===== config.mk =====
export PLATFORM = sky130hd
export DESIGN_NAME = logic_cell_ctrl
export DESIGN_NICKNAME = d
export VERILOG_FILES = /design/src/hw/logic_cell_pkg.sv /design/src/hw/logic_cell_core.sv /design/src/hw/logic_cell_ctrl.sv
export VERILOG_INCLUDE_DIRS = /design/src /design/src/hw
export SDC_FILE = /design/constraint.sdc
export NUM_CORES = 1
export LEC_CHECK = 0
export BUFFER_PORTS_ARGS = -buffer_cell sky130_fd_sc_hd__buf_2
export CAP_MARGIN = 30
export CORE_ASPECT_RATIO = 1.1
export CORE_MARGIN = 2
export CORE_UTILIZATION = 30
export CTS_CLUSTER_DIAMETER = 150
export DETAILED_ROUTE_END_ITERATION = 10
export SLEW_MARGIN = 0
export SYNTH_ARGS = -nofsm -noshare
export SYNTH_HDL_FRONTEND = slang
export SYNTH_SLANG_ARGS = --single-unit

===== constraint.sdc =====
create_clock -name i_sys_clk -period 5.2 [get_ports i_sys_clk]
set_input_delay 1.56 -clock i_sys_clk [delete_from_list [all_inputs] [get_ports i_sys_clk]]
set_output_delay 1.56 -clock i_sys_clk [all_outputs]
set_load 0.02 [all_outputs]

===== src/hw/logic_cell_consts.svh =====
`ifndef LOGIC_CELL_CONSTS_SVH
`define LOGIC_CELL_CONSTS_SVH
// Register offsets on the plain register port
`define LC_OFS_CTRL_LOW 4'h0
`define LC_OFS_CTRL_HIGH 4'h1
`define LC_OFS_MUX_SEL 4'h2
`define LC_OFS_GATE_EN_LOW 4'h3
`define LC_OFS_GATE_EN_HIGH 4'h4
`define LC_OFS_IRQ_STATUS 4'h5
`define LC_OFS_IRQ_CLEAR 4'h6
`define LC_OFS_IRQ_ENABLE 4'h7
// Field positions in cell_control_low
`define LC_BIT_ENABLE 15
`define LC_BIT_RISE_IRQ 11
`define LC_BIT_FALL_IRQ 10
`define LC_BIT_PIN_DRIVE 7
`define LC_BIT_OUT_STATUS 6
`define LC_BIT_OUT_INVERT 5
// Writable masks; other bits read as zero, except the output status bit in control low
`define LC_MASK_CTRL_LOW 16'h8ca7
`define LC_MASK_CTRL_HIGH 16'h000f
`define LC_MASK_MUX_SEL 16'h7777
`define LC_RESET_VALUE 16'h0000
// Interrupt status bit positions
`define LC_IRQ_RISE 0
`define LC_IRQ_FALL 1
`endif


===== src/hw/logic_cell_pkg.sv =====
package logic_cell_pkg;
  typedef enum logic [2:0] {
    FN_AND_OR,
    FN_OR_XOR,
    FN_AND4,
    FN_SR_LATCH,
    FN_DFF_SR,
    FN_DFF2_R,
    FN_JK_R,
    FN_DLATCH_SR
  } cell_function_t;
  typedef logic [15:0] reg_word_t;
endpackage


===== src/hw/logic_cell_core.sv =====
`timescale 1ns/1ps
module logic_cell_core (
  input wire logic i_sys_clk,
  input wire logic i_reset,
  input wire logic i_enable,
  input wire logic [2:0] i_function,
  input wire logic [3:0] i_gate,
  output logic o_cell
);
  import logic_cell_pkg::*;

  logic state_reg;
  logic state_next;
  logic comb_out;
  logic g1;
  logic g2;
  logic g3;
  logic g4;

  assign g1 = i_gate[0];
  assign g2 = i_gate[1];
  assign g3 = i_gate[2];
  assign g4 = i_gate[3];

  // Latches are modelled as clocked storage: while transparent, the output follows one clock behind
  always_comb begin
    comb_out = 1'b0;
    state_next = state_reg;
    case (cell_function_t'(i_function))
      FN_AND_OR: comb_out = (g1 & g2) | (g3 & g4);
      FN_OR_XOR: comb_out = (g1 | g2) ^ (g3 | g4);
      FN_AND4: comb_out = g1 & g2 & g3 & g4;
      FN_SR_LATCH: begin
        if (g3 | g4) begin
          state_next = 1'b0;
        end else if (g1 | g2) begin
          state_next = 1'b1;
        end
      end
      FN_DFF_SR: begin
        if (g3) begin
          state_next = 1'b0;
        end else if (g4) begin
          state_next = 1'b1;
        end else begin
          state_next = g2;
        end
      end
      FN_DFF2_R: begin
        if (g3) begin
          state_next = 1'b0;
        end else begin
          state_next = g2 & g4;
        end
      end
      FN_JK_R: begin
        if (g3) begin
          state_next = 1'b0;
        end else if (g2 & g4) begin
          state_next = ~state_reg;
        end else if (g2) begin
          state_next = 1'b1;
        end else if (g4) begin
          state_next = 1'b0;
        end
      end
      default: begin
        if (g3) begin
          state_next = 1'b0;
        end else if (g4) begin
          state_next = 1'b1;
        end else if (g1) begin
          state_next = g2;
        end
      end
    endcase
    if (i_function >= 3'h3) begin
      comb_out = state_reg;
    end
  end

  always_ff @(posedge i_sys_clk) begin
    if (i_reset || !i_enable) begin
      state_reg <= 1'b0;
    end else begin
      state_reg <= state_next;
    end
  end

  assign o_cell = i_enable & comb_out;
endmodule


===== src/hw/logic_cell_ctrl.sv =====
// Decided for this implementation: the register offsets and the address-and-strobe port.
`timescale 1ns/1ps
// Summary of operation
// - Cell works only while enable bit set
// - Rising and falling edge interrupts, independent
// - Pin driven only while pin enable set
// - Output polarity bit inverts final output
// - Codes 000-010 are AND-OR, OR-XOR, AND4
// - 011 SR latch, 111 transparent latch
// - 100 D flop S/R, 101 two-input D flop
// - 110 JK flip-flop with reset
// - Per-gate polarity bit inverts gate output
// - Four eight-way input multiplexers
// - Each mux gives true and inverted signal
// - Gate ORs its enabled mux outputs
// - Mux two picks comparator, converter, DMA
// - Separate true/inverted enables per gate
// - Pool of exactly thirty-two inputs
`include "logic_cell_consts.svh"
module logic_cell_ctrl #(
  parameter int NUM_SOURCES = 32
) (
  input wire logic i_sys_clk,
  input wire logic i_reset,
  input wire logic [3:0] i_addr,
  input wire logic_cell_pkg::reg_word_t i_wdata,
  input wire logic i_wr,
  input wire logic i_rd,
  input wire logic [NUM_SOURCES-1:0] i_sources,
  output logic_cell_pkg::reg_word_t o_rdata,
  output logic o_cell_out,
  output logic o_pin_out,
  output logic o_pin_oe,
  output logic o_irq
);
  import logic_cell_pkg::*;

  // Pool layout: mux n uses sources [8n+7:8n], index equal to select code.
  // Mux 2: 2 comparator one, 4 conversion done, 5 DMA channel 0.
  // Mux 3: 2 comparator two, 6 unit-two compare, 7 unit-three compare.
  if (NUM_SOURCES != 32) begin : g_bad_pool
    $error("NUM_SOURCES must be 32");
  end

  ////////////////////////////////////////////////////////////////////////////
  reg_word_t ctrl_low_reg;
  reg_word_t ctrl_high_reg;
  reg_word_t mux_sel_reg;
  reg_word_t gate_en_low_reg;
  reg_word_t gate_en_high_reg;
  logic [1:0] irq_status_reg;
  logic [1:0] irq_enable_reg;
  logic [3:0] mux_out;
  logic [3:0] gate;
  logic [31:0] gate_en;
  logic cell_raw;
  logic final_out;
  logic final_prev_reg;
  logic enable;
  logic rise_evt;
  logic fall_evt;
  logic [1:0] clear_req;

  assign enable = ctrl_low_reg[`LC_BIT_ENABLE];
  assign gate_en = {gate_en_high_reg, gate_en_low_reg};

  function automatic logic pick(input logic [7:0] bank, input logic [2:0] sel);
    pick = bank[sel];
  endfunction

  ////////////////////////////////////////////////////////////////////////////
  // Input stage
  always_comb begin
    for (int m = 0; m < 4; m++) begin
      mux_out[m] = pick(i_sources[8*m +: 8], mux_sel_reg[4*m +: 3]);
    end
    for (int g = 0; g < 4; g++) begin
      gate[g] = 1'b0;
      for (int m = 0; m < 4; m++) begin
        // Bit pairs per gate: odd bit true, even bit inverted
        gate[g] = gate[g] | (gate_en[8*g + 2*m + 1] & mux_out[m])
          | (gate_en[8*g + 2*m] & ~mux_out[m]);
      end
      gate[g] = gate[g] ^ ctrl_high_reg[g];
    end
  end

  logic_cell_core u_core (
    .i_sys_clk(i_sys_clk),
    .i_reset(i_reset),
    .i_enable(enable),
    .i_function(ctrl_low_reg[2:0]),
    .i_gate(gate),
    .o_cell(cell_raw)
  );

  assign final_out = enable & (cell_raw ^ ctrl_low_reg[`LC_BIT_OUT_INVERT]);

  ////////////////////////////////////////////////////////////////////////////
  // Outputs, registered
  always_ff @(posedge i_sys_clk) begin
    if (i_reset) begin
      o_cell_out <= 1'b0;
      o_pin_out <= 1'b0;
      o_pin_oe <= 1'b0;
      final_prev_reg <= 1'b0;
    end else begin
      o_cell_out <= final_out;
      o_pin_out <= final_out;
      o_pin_oe <= enable & ctrl_low_reg[`LC_BIT_PIN_DRIVE];
      final_prev_reg <= final_out;
    end
  end

  assign rise_evt = enable & ctrl_low_reg[`LC_BIT_RISE_IRQ] & final_out & ~final_prev_reg;
  assign fall_evt = enable & ctrl_low_reg[`LC_BIT_FALL_IRQ] & ~final_out & final_prev_reg;

  ////////////////////////////////////////////////////////////////////////////
  // Configuration registers
  always_ff @(posedge i_sys_clk) begin
    if (i_reset) begin
      ctrl_low_reg <= `LC_RESET_VALUE;
      ctrl_high_reg <= `LC_RESET_VALUE;
      mux_sel_reg <= `LC_RESET_VALUE;
      gate_en_low_reg <= `LC_RESET_VALUE;
      gate_en_high_reg <= `LC_RESET_VALUE;
      irq_enable_reg <= 2'h0;
    end else if (i_wr) begin
      if (i_addr == `LC_OFS_CTRL_LOW) begin
        ctrl_low_reg <= i_wdata & `LC_MASK_CTRL_LOW;
      end else if (i_addr == `LC_OFS_CTRL_HIGH) begin
        ctrl_high_reg <= i_wdata & `LC_MASK_CTRL_HIGH;
      end else if (i_addr == `LC_OFS_MUX_SEL) begin
        mux_sel_reg <= i_wdata & `LC_MASK_MUX_SEL;
      end else if (i_addr == `LC_OFS_GATE_EN_LOW) begin
        gate_en_low_reg <= i_wdata;
      end else if (i_addr == `LC_OFS_GATE_EN_HIGH) begin
        gate_en_high_reg <= i_wdata;
      end else if (i_addr == `LC_OFS_IRQ_ENABLE) begin
        irq_enable_reg <= i_wdata[1:0];
      end
    end
  end

  ////////////////////////////////////////////////////////////////////////////
  // Sticky status; a new event wins over a clear in the same cycle
  assign clear_req = (i_wr && i_addr == `LC_OFS_IRQ_CLEAR) ? i_wdata[1:0] : 2'h0;

  always_ff @(posedge i_sys_clk) begin
    if (i_reset) begin
      irq_status_reg <= 2'h0;
    end else begin
      irq_status_reg[`LC_IRQ_RISE] <= rise_evt | (irq_status_reg[`LC_IRQ_RISE]
        & ~clear_req[`LC_IRQ_RISE]);
      irq_status_reg[`LC_IRQ_FALL] <= fall_evt | (irq_status_reg[`LC_IRQ_FALL]
        & ~clear_req[`LC_IRQ_FALL]);
    end
  end

  // One cycle behind status, kept registered for a clean level
  always_ff @(posedge i_sys_clk) begin
    if (i_reset) begin
      o_irq <= 1'b0;
    end else begin
      o_irq <= |(irq_status_reg & irq_enable_reg);
    end
  end

  ////////////////////////////////////////////////////////////////////////////
  // Read port, data one cycle after the strobe
  always_ff @(posedge i_sys_clk) begin
    if (i_reset) begin
      o_rdata <= 16'h0000;
    end else if (i_rd) begin
      if (i_addr == `LC_OFS_CTRL_LOW) begin
        o_rdata <= ctrl_low_reg | (16'(final_out) << `LC_BIT_OUT_STATUS);
      end else if (i_addr == `LC_OFS_CTRL_HIGH) begin
        o_rdata <= ctrl_high_reg;
      end else if (i_addr == `LC_OFS_MUX_SEL) begin
        o_rdata <= mux_sel_reg;
      end else if (i_addr == `LC_OFS_GATE_EN_LOW) begin
        o_rdata <= gate_en_low_reg;
      end else if (i_addr == `LC_OFS_GATE_EN_HIGH) begin
        o_rdata <= gate_en_high_reg;
      end else if (i_addr == `LC_OFS_IRQ_STATUS) begin
        o_rdata <= {14'h0000, irq_status_reg};
      end else if (i_addr == `LC_OFS_IRQ_ENABLE) begin
        o_rdata <= {14'h0000, irq_enable_reg};
      end else begin
        o_rdata <= 16'h0000;
      end
    end else begin
      o_rdata <= 16'h0000;
    end
  end
endmodule


==> results of run 1 <==
-- logic make-up (layout without fill, tap and decap cells) --
| kind of cell | after synthesis | count (layout) |
|---|---|---|
| buffers and inverters | 38 | 97 |
| xor gates and xnor gates | 7 | 7 |
| muxes | 43 | 43 |
| DFF | 80 | 80 |
| and+or+nand+nor | 187 | 187 |
| AOI/OAI and AO/OA | 107 | 107 |
-- power groups by stage --
stage / logic (mW) / clock network [mW] / registers, mW
floorplan: 0.0643 / 0 / 0.637
global placement: 0.105 / 0 / 0.639
detailed placement: 0.108 / 0 / 0.639
CTS: 0.108 / 0.610 / 0.626
global route: 0.118 / 0.640 / 0.626
finish: 0.108 / 0.602 / 0.626
-- area by class of cell --
type	instances	area, µm²	area share [%]
Timing Repair Buffer	79	405	9.04
Tap cell	154	193	4.30
Multi-Input combinational cell	344	1990	44.4
Clock inverter	4	48.8	1.09
Clock buffer	9	225	5.02
Sequential cell	80	1600	35.7
Inverter	5	18.8	0.419
-- per-stage QoR --
step / instances / total power, mW / hold WS, ps / instance area [µm²] / setup slack (ps)
after global routing: 675 / 1.38 / 493 / 4480 / 1290
after floorplan: 462 / 0.701 / 444 / 3750 / 1550
after global placement: 662 / 0.744 / 463 / 4210 / 1250
after detailed placement: 662 / 0.747 / 465 / 4210 / 1150
after CTS: 675 / 1.34 / 473 / 4480 / 1480
final: 675 / 1.34 / 474 / 4480 / 1470
-- worst min path at each step --
stage                     slack [ps]            startpoint                    to  cells after the start
final                            470   gate_en_high_reg[6]   gate_en_high_reg[6]                      2
after global routing             490  gate_en_high_reg[12]  gate_en_high_reg[12]                      2
after CTS                        470   gate_en_high_reg[6]   gate_en_high_reg[6]                      2
after detailed placement         460   gate_en_high_reg[6]   gate_en_high_reg[6]                      2
after global placement           460    gate_en_low_reg[6]    gate_en_low_reg[6]                      2
after floorplan                  440       ctrl_low_reg[7]       ctrl_low_reg[7]                      2
-- tightest hold or removal path, stage by stage (launching register included) --
cell and delay (ps):
dfxtp_1 320, nand2_1 60, a21oi_1 50
-- metal layers --
layer	up-vias	share of wire, %	global-route usage [%]
met1	1658	44	20.6
li1	1727	-	-
met3	22	5.0	2.60
met4	0	2.9	8.98
met2	119	49	30.6
met5	-	0	0
-- placed cells by master, fill, tap and decap left out, types with 5 or more instances in the layout --
cell type | synthesis | layout
a222oi_1 | 11 | 11
clkbuf_16 | 0 | 9
nor3_1 | 5 | 5
dfxtp_1 | 80 | 80
buf_2 | 0 | 75
inv_1 | 5 | 5
o21ai_0 | 13 | 13
nor2_1 | 37 | 37
mux2i_1 | 39 | 39
nand3_1 | 11 | 11
nand2_1 | 111 | 111
a21oi_1 | 66 | 66
==> results.yml, run 1 <==
outcome:
  status: "completed"
sta:
  setup_viol: 0
  period_needed_ps: 3730
  maxSlewHeadroom_pct: 32.2
  worstMarginPinSlew_ps: 1010
  hold_viol_final: 0
  timing.fmax_mhz: 268
  rsz0062_at_grt: "no"
  fin_worst_skew_ps: 7.23
  finalMaxSlewViolations: 0
  setup_tns_ps: 0
  post-route-period-util_pct: 71.7
clock_network:
  insertion_delay_ps: 350
  htree_levels: 3
  cts-resized-gates: 0
  cts_tree: "yes"
  cts_setup_buffers: 0
  clock_sinks: 80
  postCtsHoldBufs: 0
  clk_path_buf_depth: 2
  path_clk_slew_ps: 60
  numCtsBuffers: 9
  cts-root-buf: "clkbuf_16"
detailed_routing:
  wl_per_cell_um: 16.9
  drcViolationCount: 0
  vias: 3526
  drt_first_pass_iters: 8
  viasPerCell: 5.22
  ant_nets: 0
  drt_iter0_drc: 295
  wl_um: 11400
power_and_ir_drop:
  p_leak_nw: 1.67
  seq_power_share_pct: 46.8
  combPwrFrac_pct: 8.1
  power.density_nw_per_um2: 298
  ir_drop_mv: 0.165
  clockPowerShare_pct: 45.1
  switching_share_pct: 23.4
  internal-power_mw: 1.02
  p_switching_mw: 0.312
grt:
  globalRouteOverflowTotal: 0
  grt_pass1_vias: 3542
  grt_pass1_wl_um: 18300
  grt_antenna_before_repair: 0
  grt_max_degree: 65
  grt_usage_pct: 17.4
cells_and_area:
  n_antenna_cell: 0
  synthToLayoutAreaGrowth_pct: 19.4
  num-fill-cells: 1261
  nNetsFinal: 575
  final_core_util_pct: 36.9
  drive_gt1_share_pct: 19.8
worst_setup_path:
  critPathSlowestCell: "mux4_2"
  critPathKind: "in -> reg"
  r2r_start: "mux_sel_reg[0]"
  path_max_fanout: 5
  r2r_slack_ps: 2210
  crit_family: "multiplexers"
  endpoint_kind: "flop"
  cp_slowest_stage_delay_ps: 600
  cp-startpoint: "i_sources[7]"
  critPathRequiredTime_ps: 5480
  crit_chain: "buf_2 -> mux2i_1 -> mux4_2 -> mux2i_1 -> nand4_1 -> xnor2_2 -> and2_4 -> xnor2_1 -> o211ai_2 -> xnor2_1 -> a41o_1"
  worstReg2RegEnd: "irq_status_reg[1]"
  arrival_ps: 4010
  startpoint_type: "input pin"
  path_buf_inv: 1
  crit_end: "irq_status_reg[1]"
  path_depth: 11
  rr_worst_depth: 10
synth:
  synth-xor-area-share_pct: 2.23
  synth-edff-count: 0
  netlist_area_um2: 3750
  synth_top_family_by_area: "simple AND/OR/NAND/NOR gates"
  yosysMostFrequentCell: "nand2_1"
  synth.area.top_cells: "dfxtp_1, nand2_1, mux2i_1"
  netlist.area_leader.share_pct: 42.7
  ys_types: 39
  synth-simple-area-share_pct: 20.9
  ys_async_sr_fraction_pct: 0
  synth_area_leader_cell: "dfxtp_1"
  netlist_instances: 462
  synth_fa_ha_area_share_pct: 0
  synth-main-ff-cell: "dfxtp_1"
  seq_area_frac_synth_pct: 42.7
  synth_compound_area_share_pct: 17.1
  ys_ff_latch: 80
  synth_nets: 518
  avgSynthCellArea_um2: 8.12
  muxShareOfSynthArea_pct: 12.8
  synth_commonest_cells: "nand2_1, dfxtp_1, a21oi_1"
  yosysWarnings: 0
placement:
  place_congestion: 0.874
  io_buffers: 75
  hpwlAfterDp_um: 8270
floorplanning:
  rows: 42
  die_y_um: 121
  io_pins: 76
  dieArea_um2: 13400
  die_x_um: 111
  core_area_um2: 12100
  initial_core_util_pct: 30.9
min_path:
  hp-class: "reg -> reg"
run:
  max-cap-violations: 0
No activity file was read; power rests on OpenSTA's default activity.
==> run 2: changes to the inputs <==
==> constraint.sdc (replaced) <==
create_clock -name i_sys_clk -period 3.3 [get_ports i_sys_clk]
set_input_delay 0.99 -clock i_sys_clk [delete_from_list [all_inputs] [get_ports i_sys_clk]]
set_output_delay 0.99 -clock i_sys_clk [all_outputs]
set_load 0.02 [all_outputs]
==> run 2 against run 1 <==
  * Wire length shrank 0.84%
  * Largest power group is now the clock network
  * Highest routed layer unchanged
  * Clock power rose by 66%
  * Cell area rose by 2.8%
==> results.yml, run 2 (same netlist as run 1, synthesis figures left out) <==
sta:
  finalMaxSlewViolations: 0
  rsz0062_at_grt: "no"
  setup_viol: 0
  timing.fmax_mhz: 323
  final.setup.worst_slack_ps: 209
  period_needed_ps: 3090
  worstMarginPinSlew_ps: 755
  maxSlewHeadroom_pct: 49.6
  post-route-period-util_pct: 93.7
  fin_worst_skew_ps: 4.27
  hold_viol_final: 0
  timing.hold.ws_ps: 474
power_and_ir_drop:
  p_switching_mw: 0.492
  p_leak_nw: 1.74
  combPwrFrac_pct: 8.2
  ir_drop_mv: 0.200
  seq_power_share_pct: 45.5
  switching_share_pct: 22.7
  clockPowerShare_pct: 46.3
  internal-power_mw: 1.68
  power.density_nw_per_um2: 471
outcome:
  status: "completed"
grt:
  globalRouteOverflowTotal: 0
  grt_antenna_before_repair: 0
  grt_max_degree: 64
  grt_pass1_vias: 3657
  grt_pass1_wl_um: 18500
  grt_usage_pct: 17.5
run:
  max-cap-violations: 0
cells_and_area:
  nNetsFinal: 587
  num-fill-cells: 1249
  n_antenna_cell: 0
  final_cell_mix: "nand2_1, dfxtp_1, buf_2, a21oi_1, mux2i_1"
  layout_commonest_cell: "nand2_1"
  multi_input_area_um2: 2000
  synthToLayoutAreaGrowth_pct: 22.8
  drive_gt1_share_pct: 21.6
  seq_area_um2: 1600
floorplanning:
  die_y_um: 121
  dieArea_um2: 13400
  die_x_um: 111
  io_pins: 76
  rows: 42
  initial_core_util_pct: 30.9
  core_area_um2: 12100
worst_setup_path:
  endpoint_kind: "flop"
  critPathRequiredTime_ps: 3530
  path_max_fanout: 5
  critPathKind: "in -> reg"
  arrival_ps: 3320
  startpoint_type: "input pin"
clock_network:
  cts-root-buf: "clkbuf_16"
  postCtsHoldBufs: 0
  clock_sinks: 80
  clk_path_buf_depth: 2
  insertion_delay_ps: 340
  htree_levels: 3
  path_clk_slew_ps: 60
  numCtsBuffers: 9
  cts_tree: "yes"
placement:
  pre_cts_slack_ps: -172
  hpwlAfterDp_um: 8350
  place_congestion: 0.858
  io_buffers: 75
detailed_routing:
  drcViolationCount: 0
  drt_first_pass_iters: 6
  wl_um: 11300
  viasPerCell: 5.24
  wl_per_cell_um: 16.4
  vias: 3617
  ant_nets: 0
  drt_iter0_drc: 274
min_path:
  hp-class: "reg -> reg"
## run 2: changes by cell type in the layout (fill, tap and decap cells not counted), sizes merged
cell	previous run	this run
clkinvlp	0	1
clkbuf	9	14
clkinv	3	0
buf	79	91
## run 2: power groups by stage
stage | clock, mW | combinational [mW] | sequential [mW]
after global placement | 0 | 0.170 | 1.01
after detailed placement | 0 | 0.175 | 1.01
after global routing | 1.07 | 0.194 | 0.987
after floorplan | 0 | 0.101 | 1.00
after CTS | 1.02 | 0.176 | 0.986
final | 1.00 | 0.178 | 0.986
## run 2: final timing paths
path,from,end,slack [ps],depth (start not counted)
worst min-delay path,gate_en_low_reg[8],gate_en_low_reg[8],470,2
worst max-delay path,i_sources[15],irq_status_reg[1],210,11
worst min register to register,gate_en_low_reg[8],gate_en_low_reg[8],470,2
worst max register to register,mux_sel_reg[0],irq_status_reg[1],380,10
## run 2: timing repair
| item | 4_1_cts | 5_1_grt |
|---|---|---|
| buffers inserted | 0 | 1 |
| setup endpoints to repair | 0 | 3 |
| resized for setup | 0 | 1 |
## run 2: critical path, stage by stage
cell      delay (ps)
buf_2             80
mux2i_1           60
mux4_2           590
mux2i_1          200
nand4_1          180
xnor2_2          290
and2_1           210
xnor2_1          150
o211ai_2         130
xnor2_2          170
a41o_1           250
## run 2: through the flow
| stage | TNS, ps | cells | instance area [µm²] | utilization (%) | total power, mW |
|---|---|---|---|---|---|
| 4_1_cts | 0 | 689 | 4590 | 37.8 | 2.19 |
| 3_3_place_gp | -108 | 673 | 4290 | 35.4 | 1.18 |
| 3_5_place_dp | -541 | 673 | 4290 | 35.4 | 1.18 |
| 2_1_floorplan | 0 | 462 | 3750 | - | 1.10 |
| 6_report | 0 | 690 | 4610 | 38.0 | 2.17 |
| 5_1_grt | 0 | 690 | 4610 | 38.0 | 2.26 |
## run 2: area by class of cell
cell class / instances / area share [%]
Clock buffer: 14 / 5.73
Tap cell: 154 / 4.18
Multi-Input combinational cell: 344 / 43.4
Clock inverter: 2 / 0.815
Inverter: 5 / 0.407
Sequential cell: 80 / 34.8
Timing Repair Buffer: 91 / 10.8
## run 2: metal layers
metal / vias to the layer above / wire length (µm) / GRT usage (%)
li1: 1751 / - / -
met1: 1706 / 4770 / 20.7
met2: 140 / 5550 / 30.4
met3: 20 / 715 / 3.80
met4: 0 / 305 / 8.13
met5: - / 0 / 0
